File: src/logic/csw_pkg.sv
package csw_pkg;
    // geometry of the content-addressable array
    localparam int CSW_WORDS      = 32;
    localparam int CSW_WIDTH      = 32;
    localparam int CSW_ADDR_W     = 5;
    localparam int CSW_HALF_W     = 16;
    // cycles a write occupies, plain and with don't-care mask
    localparam int CSW_WR_CYCLES  = 2;
    localparam int CSW_WRM_CYCLES = 3;
    localparam logic [1:0] CSW_CNT_ZERO = 2'h0;

    // write request as the fabric presents it
    typedef struct packed {
        logic                    req;
        logic                    use_mask;
        logic [CSW_ADDR_W-1:0]   addr;
        logic [CSW_WIDTH-1:0]    data;
        logic [CSW_WIDTH-1:0]    care_n;   // 1 = don't-care bit
    } csw_wr_s;

    // search result
    typedef struct packed {
        logic                    match;
        logic [CSW_ADDR_W-1:0]   addr;
        logic [CSW_HALF_W-1:0]   lines;
        logic                    upper;    // lines show entries 16..31
        logic                    lines_valid;
    } csw_res_s;

    typedef enum logic [1:0] {
        CSW_IDLE  = 2'b00,
        CSW_WDATA = 2'b01,
        CSW_WMASK = 2'b10
    } csw_wst_e;
endpackage

File: src/logic/csw_cam.sv
`timescale 1ns/1ps
module csw_cam #(
    parameter int                            WORDS     = csw_pkg::CSW_WORDS,
    parameter logic [csw_pkg::CSW_WIDTH-1:0] INIT_DATA = 32'h0000_0000,
    parameter logic [csw_pkg::CSW_WIDTH-1:0] INIT_CARE = 32'hffff_ffff
) (
    input  wire logic                            clock,    // block clock
    input  wire logic                            rstn,     // sync reset, low
    input  wire csw_pkg::csw_wr_s                wr,       // write request
    output logic                                 wr_done,  // write committed
    input  wire logic                            srch,     // search strobe
    input  wire logic [csw_pkg::CSW_WIDTH-1:0]   key,      // search word
    input  wire logic                            unenc,    // 1 = one-hot output
    output csw_pkg::csw_res_s                    res,      // search result
    output logic                                 multi     // more than one hit
);
    import csw_pkg::*;

    // array contents start from the preload values, no reset touches them
    logic [CSW_WIDTH-1:0]  mem_data [WORDS] = '{default: INIT_DATA};
    logic [CSW_WIDTH-1:0]  mem_care [WORDS] = '{default: INIT_CARE};
    logic [CSW_WIDTH-1:0]  next_mem_data [WORDS];
    logic [CSW_WIDTH-1:0]  next_mem_care [WORDS];
    csw_wst_e              wst;
    csw_wst_e              next_wst;
    logic                  next_wr_done;
    logic                  commit;
    logic [WORDS-1:0]      hits;
    logic                  hit_any;
    logic                  hit_many;
    logic [CSW_ADDR_W-1:0] hit_addr;
    logic [WORDS-1:0]      hold_hits;
    logic [WORDS-1:0]      next_hold_hits;
    logic                  half_pend;
    logic                  next_half_pend;
    logic                  enc_match;
    logic                  next_enc_match;
    logic [CSW_ADDR_W-1:0] enc_addr;
    logic [CSW_ADDR_W-1:0] next_enc_addr;
    logic                  next_multi;
    logic [CSW_HALF_W-1:0] lines;
    logic [CSW_HALF_W-1:0] next_lines;
    logic                  upper;
    logic                  next_upper;
    logic                  lines_valid;
    logic                  next_lines_valid;

    // one entry compare, masked bits ignored
    function automatic logic hit_f(input logic [CSW_WIDTH-1:0] d,
                                   input logic [CSW_WIDTH-1:0] c,
                                   input logic [CSW_WIDTH-1:0] k);
        hit_f = ((d ^ k) & ~c) == '0;
    endfunction

    // index of lowest set bit
    function automatic logic [CSW_ADDR_W-1:0] enc_f(input logic [WORDS-1:0] v);
        enc_f = '0;
        for (int i = WORDS - 1; i >= 0; i--) begin
            if (v[i]) begin
                enc_f = CSW_ADDR_W'(i);
            end
        end
    endfunction

    // one sixteen-line half of a hit vector
    function automatic logic [CSW_HALF_W-1:0] half_f(input logic [WORDS-1:0] v,
                                                     input logic             up);
        half_f = up ? v[WORDS-1 -: CSW_HALF_W] : v[CSW_HALF_W-1:0];
    endfunction

    // parallel compare of all entries
    always_comb begin
        for (int i = 0; i < WORDS; i++) begin
            hits[i] = hit_f(mem_data[i], mem_care[i], key);
        end
    end

    // search summary: any hit, several hits, lowest index
    always_comb begin
        hit_any  = |hits;
        hit_many = $countones(hits) > 1;
        hit_addr = hit_any ? enc_f(hits) : '0;
    end

    // write sequencer: two cycles, three with mask
    always_comb begin
        next_wst     = wst;
        next_wr_done = 1'b0;
        commit       = 1'b0;
        case (wst)
            CSW_IDLE: begin
                if (wr.req) begin
                    next_wst = CSW_WDATA;
                end
            end
            CSW_WDATA: begin
                if (!wr.req) begin
                    next_wst = CSW_IDLE;
                end else if (wr.use_mask) begin
                    next_wst = CSW_WMASK;
                end else begin
                    commit       = 1'b1;
                    next_wr_done = 1'b1;
                    next_wst     = CSW_IDLE;
                end
            end
            CSW_WMASK: begin
                commit       = wr.req;
                next_wr_done = wr.req;
                next_wst     = CSW_IDLE;
            end
            default: begin
                next_wst = CSW_IDLE;
            end
        endcase
    end

    always_ff @(posedge clock) begin
        if (!rstn) begin
            wst     <= CSW_IDLE;
            wr_done <= 1'b0;
        end else begin
            wst     <= next_wst;
            wr_done <= next_wr_done;
        end
    end

    // array storage: only the addressed entry takes the run-time write
    always_comb begin
        for (int i = 0; i < WORDS; i++) begin
            next_mem_data[i] = mem_data[i];
            next_mem_care[i] = mem_care[i];
            if (commit && (wr.addr == CSW_ADDR_W'(i))) begin
                next_mem_data[i] = wr.data;
                // a plain write clears the mask, so every bit is compared
                next_mem_care[i] = wr.use_mask ? wr.care_n : '0;
            end
        end
    end

    // array registers: no reset, so the preload survives a reset
    always_ff @(posedge clock) begin
        for (int i = 0; i < WORDS; i++) begin
            mem_data[i] <= next_mem_data[i];
            mem_care[i] <= next_mem_care[i];
        end
    end

    // encoded view: held until the next search
    always_comb begin
        next_enc_match = enc_match;
        next_enc_addr  = enc_addr;
        next_multi     = multi;
        if (srch) begin
            next_enc_match = hit_any;
            // address is the lowest hit index, or zero without a match
            next_enc_addr  = hit_addr;
            next_multi     = hit_many;
        end
    end

    // encoded view registers
    always_ff @(posedge clock) begin
        if (!rstn) begin
            enc_match <= 1'b0;
            enc_addr  <= '0;
            multi     <= 1'b0;
        end else begin
            enc_match <= next_enc_match;
            enc_addr  <= next_enc_addr;
            multi     <= next_multi;
        end
    end

    // unencoded view: low half, then high half on the next cycle
    always_comb begin
        next_lines       = lines;
        next_upper       = upper;
        next_lines_valid = 1'b0;
        next_hold_hits   = hold_hits;
        next_half_pend   = 1'b0;
        if (half_pend) begin
            next_lines       = half_f(hold_hits, 1'b1);
            next_upper       = 1'b1;
            next_lines_valid = 1'b1;
        end
        if (srch) begin
            next_hold_hits = hits;
            // a new unencoded search overrides a pending high half
            if (unenc) begin
                next_lines       = half_f(hits, 1'b0);
                next_upper       = 1'b0;
                next_lines_valid = 1'b1;
                next_half_pend   = 1'b1;
            end
        end
    end

    // unencoded view registers
    always_ff @(posedge clock) begin
        if (!rstn) begin
            lines       <= '0;
            upper       <= 1'b0;
            lines_valid <= 1'b0;
            hold_hits   <= '0;
            half_pend   <= 1'b0;
        end else begin
            lines       <= next_lines;
            upper       <= next_upper;
            lines_valid <= next_lines_valid;
            hold_hits   <= next_hold_hits;
            half_pend   <= next_half_pend;
        end
    end

    // result bundle, every field straight from a flip-flop
    always_comb begin
        res.match       = enc_match;
        res.addr        = enc_addr;
        res.lines       = lines;
        res.upper       = upper;
        res.lines_valid = lines_valid;
    end
endmodule

File: config.mk
export PLATFORM = sky130hd
export DESIGN_NAME = csw_cam
export DESIGN_NICKNAME = d
export VERILOG_FILES = /design/src/logic/csw_pkg.sv /design/src/logic/csw_cam.sv
export SDC_FILE = /design/constraint.sdc
export NUM_CORES = 2
export LEC_CHECK = 0
export BUFFER_PORTS_ARGS = -buffer_cell sky130_fd_sc_hd__buf_2
export CORE_MARGIN = 2
export CORE_UTILIZATION = 60
export CTS_BUF_LIST = sky130_fd_sc_hd__clkbuf_2 sky130_fd_sc_hd__clkbuf_4 sky130_fd_sc_hd__clkbuf_8
export CTS_CLUSTER_DIAMETER = 50
export DETAILED_ROUTE_END_ITERATION = 6
export PLACE_DENSITY = 0.77
export SYNTH_ARGS = -nofsm -noshare
export SYNTH_HDL_FRONTEND = slang
export SYNTH_SLANG_ARGS = --single-unit
File: constraint.sdc
create_clock -name clock -period 12.1 [get_ports clock]
set_input_delay 0.605 -clock clock [delete_from_list [all_inputs] [get_ports clock]]
set_output_delay 0.605 -clock clock [all_outputs]
set_load 0.05 [all_outputs]
==> results.py <==
metrics = {
    "grt": {
        "grt_max_degree": 65,
        "overflow": 0,
        "grt_use_met2": 0.437,
        "met3_usage": 0.0907,
        "grt_pass1_vias": 40500,
        "gr-usage-met1": 0.386,
        "antenna_found_initial": 13,
        "grt_pass1_wl_um": 274000,
        "busiest_layer": "met2",
        "grt_util_all_layers": 0.285,
    },
    "clock_network": {
        "clk_path_buf_depth": 4,
        "clock_sink_count": 2093,
        "htreeDepth": 5,
        "clkLatencyLatePin_ps": 1030,
        "tritoncts": "done",
        "ctsHoldBuffers": 5,
        "clk_pin_slew_worst_paths_ps": 60,
        "cts_resized": 0,
        "cts-root-buf": "clkbuf_8",
        "cts_buffers": 334,
        "postCtsSetupRepairBufs": 0,
    },
    "worst_setup_path": {
        "worstSetupPathType": "reg2reg",
        "max_stage_delay_ps": 1240,
        "r2r_slack_ps": 4670,
        "worst-path-buf-inv": 6,
        "path_cells": "xnor2_1 -> o22ai_1 -> nor4_1 -> nand4_1 -> inv_1 -> fa_1 -> inv_1 -> fa_1 -> inv_1 -> fa_1 -> inv_1 -> fa_1 -> fa_1 -> fa_1 -> inv_1 -> ha_1 -> inv_1 -> fa_1 -> a2111oi_0 -> a21oi_1 -> nor4_1 -> a21oi_1",
        "worst_setup_path_start_kind": "register",
        "end_kind": "register",
        "arrival_ps": 8320,
        "rr_startpoint": "mem_data[1][50]",
        "critPathRequiredTime_ps": 12980,
        "crit_start": "mem_data[1][50]",
        "worst_path_most_repeated_cell": "fa_1",
        "critPathMaxFanout": 4,
        "crit_slowest_cell": "nor4_1",
        "critPathTopFamily": "adder cells",
    },
    "yosys": {
        "synth.distinct_cells": 47,
        "synth.top_cell.area_share": 0.776,
        "syn_nets": 4441,
        "yosys-top-cells-count": "edfxtp_1, xnor2_1, o22ai_1",
        "synthCells": 4299,
        "synth_seq_cells": 2093,
        "yosysSeqAreaShare": 0.787,
        "syn_area_mm2": 0.0793,
        "ys.flop_type": "edfxtp_1",
        "synth-edff-count": 2048,
        "syn_area_per_cell_um2": 18.4,
        "ys_warn_count": 0,
        "synth_most_common_cell": "edfxtp_1",
        "synthTopCellsByArea": "edfxtp_1, xnor2_1, o22ai_1, dfxtp_1, buf_6",
        "synth_top_area_cell": "edfxtp_1",
        "async_flop_share": 0,
    },
    "sta": {
        "fin_skew_ps": 59.5,
        "period_share": 0.614,
        "period_minus_slack_ps": 7430,
        "tns_ps": 0,
        "slew_headroom": -0.00821,
        "drv_slew": 2,
        "fmax_mhz": 135,
        "hold_viol": 0,
        "tightest_slew_ps": 1500,
        "rsz0062_at_grt": "false",
        "setup_violations": 0,
    },
    "layout": {
        "fillCellCount": 8310,
        "nets": 4880,
        "drive_gt1_frac": 0.166,
        "finish.instance_area_mm2": 0.0884,
        "area_growth_pct": 11.5,
    },
    "floorplan": {
        "dieArea_mm2": 0.135,
        "num_io_pins": 133,
        "die-width_um": 368,
        "die_h_um": 368,
        "rows": 133,
        "start_util": 0.604,
        "core-area_mm2": 0.131,
    },
    "outcome": {
        "violations": "max-capacitance violations, max-slew violations",
        "status": "complete, but fails checks",
    },
    "placed_design": {
        "dp_hpwl_um": 108000,
        "place.gp.congestion": 0.959,
        "dpl_cell_area_mm2": 0.0822,
        "io_buffers": 132,
    },
    "pwr": {
        "swShare": 0.213,
        "p_switching_w": 0.00304,
        "combPwrFrac": 0.043,
        "power.internal_w": 0.0112,
        "pwr-share-clk": 0.397,
        "power_frac_seq": 0.560,
        "leakagePower_nw": 27.4,
        "irDropWorstVdd_mv": 0.129,
        "cellPowerDensity_mw_per_mm2": 161,
    },
    "detailed_routing": {
        "detail-route-antenna-nets": 0,
        "drc": 0,
        "vias_per_cell": 6.10,
        "vias": 41000,
        "firstDrtPassIters": 5,
        "initialDrtViolationCount": 4999,
        "wl_per_cell_um": 28.5,
        "routed_wl_um": 192000,
    },
    "run": {
        "timing.max_cap.violations": 2,
    },
    "min_path": {
        "hold_path.class": "in2reg",
        "worstHoldStart": "wr[41]",
    },
}
==> power by group through the flow <==
| stage | sequential, W | clock (W) | combinational, W |
|---|---|---|---|
| 2_1_floorplan | 0.00813 | 0 | 0.000350 |
| 3_3_place_gp | 0.00812 | 0 | 0.000599 |
| 3_5_place_dp | 0.00812 | 0 | 0.000609 |
| 4_1_cts | 0.00797 | 0.00572 | 0.000613 |
| 5_1_grt | 0.00796 | 0.00603 | 0.000650 |
| 6_report | 0.00797 | 0.00565 | 0.000618 |
==> final cells by class <==
type	instances	area [um2]	area share
sequential	2093	62400	0.706
multi-input combinational	2004	15800	0.179
clock buffer	463	5640	0.0638
tap	1755	2200	0.0248
timing repair buffer	256	1600	0.0181
clock inverter	101	509	0.00576
inverter	49	184	0.00208
antenna	2	5.00	0.0000566
==> placed cells by master (no fill, tap or decap), types with 30 or more instances in the layout <==
master / count
buf_2: 132
and2_1: 35
xnor2_1: 1021
nor2_4: 32
clkbuf_4: 117
inv_1: 49
nand2_1: 43
nand4_1: 38
clkbuf_8: 346
dfxtp_1: 45
buf_4: 119
a211oi_1: 30
clkinv_1: 73
o22ai_1: 512
edfxtp_1: 2048
nor4_1: 88
nor4_2: 43
==> per-stage QoR <==
stage | power [W] | utilization | worst slack, ps | instances | hold WS (ps)
CTS | 0.0143 | 0.673 | 4690 | 6721 | 130
global route | 0.0146 | 0.673 | 4600 | 6722 | 196
detailed placement | 0.00873 | 0.626 | 3780 | 6152 | 451
floorplan | 0.00848 | - | 5930 | 4299 | 437
finish | 0.0142 | 0.673 | 4670 | 6723 | 224
global placement | 0.00872 | 0.626 | 3800 | 6152 | 448
==> cell families (layout without fill, tap and decap cells) <==
family                   Yosys count  in the layout  share of synthesized area
flip-flops                      2093           2093                      0.787
XOR/XNOR                        1024           1024                      0.113
AO/OA/AOI/OAI                    595            595                     0.0475
AND/OR/NAND/NOR                  348            348                     0.0246
buffers and inverters            202            869                     0.0195
adder cells (fa/ha/maj)           35             35                    0.00780
multiplexers                       2              2                   0.000253
other                              0              2                          0
==> registers in the layout, indices dropped and copies added, names as in the netlist <==
register,flops
multi,1
lines,16
wst,2
upper,1
wr_done,1
enc_addr,5
lines_valid,1
mem_data,1024
mem_care,1024
hold_hits,16
enc_match,1
half_pend,1
==> path summary, 6_finish.rpt <==
| path | to | cells after the start |
|---|---|---|
| min reg2reg | hold_hits[20] | 2 |
| max reg2reg | multi | 22 |
| min | mem_data[1][297] | 1 |
| max | multi | 22 |
==> layer usage <==
metal | vias up | routed length [um]
li1 | 17500 | -
met5 | - | 74
met1 | 20800 | 72400
met2 | 2415 | 88500
met4 | 12 | 6580
met3 | 381 | 24300
==> worst reg2reg max path, cell delays in order (launching register included) <==
cell and delay [ps]:
edfxtp_1 380, xnor2_1 160, o22ai_1 100, nor4_1 1240, nand4_1 660, inv_1 290, fa_1 430, inv_1 80
fa_1 400, inv_1 80, fa_1 430, inv_1 100, fa_1 410, fa_1 490, fa_1 480, inv_1 70
ha_1 160, inv_1 60, fa_1 420, a2111oi_0 350, a21oi_1 70, nor4_1 320, a21oi_1 110
Note: power is estimated with default switching activity, not from simulation.
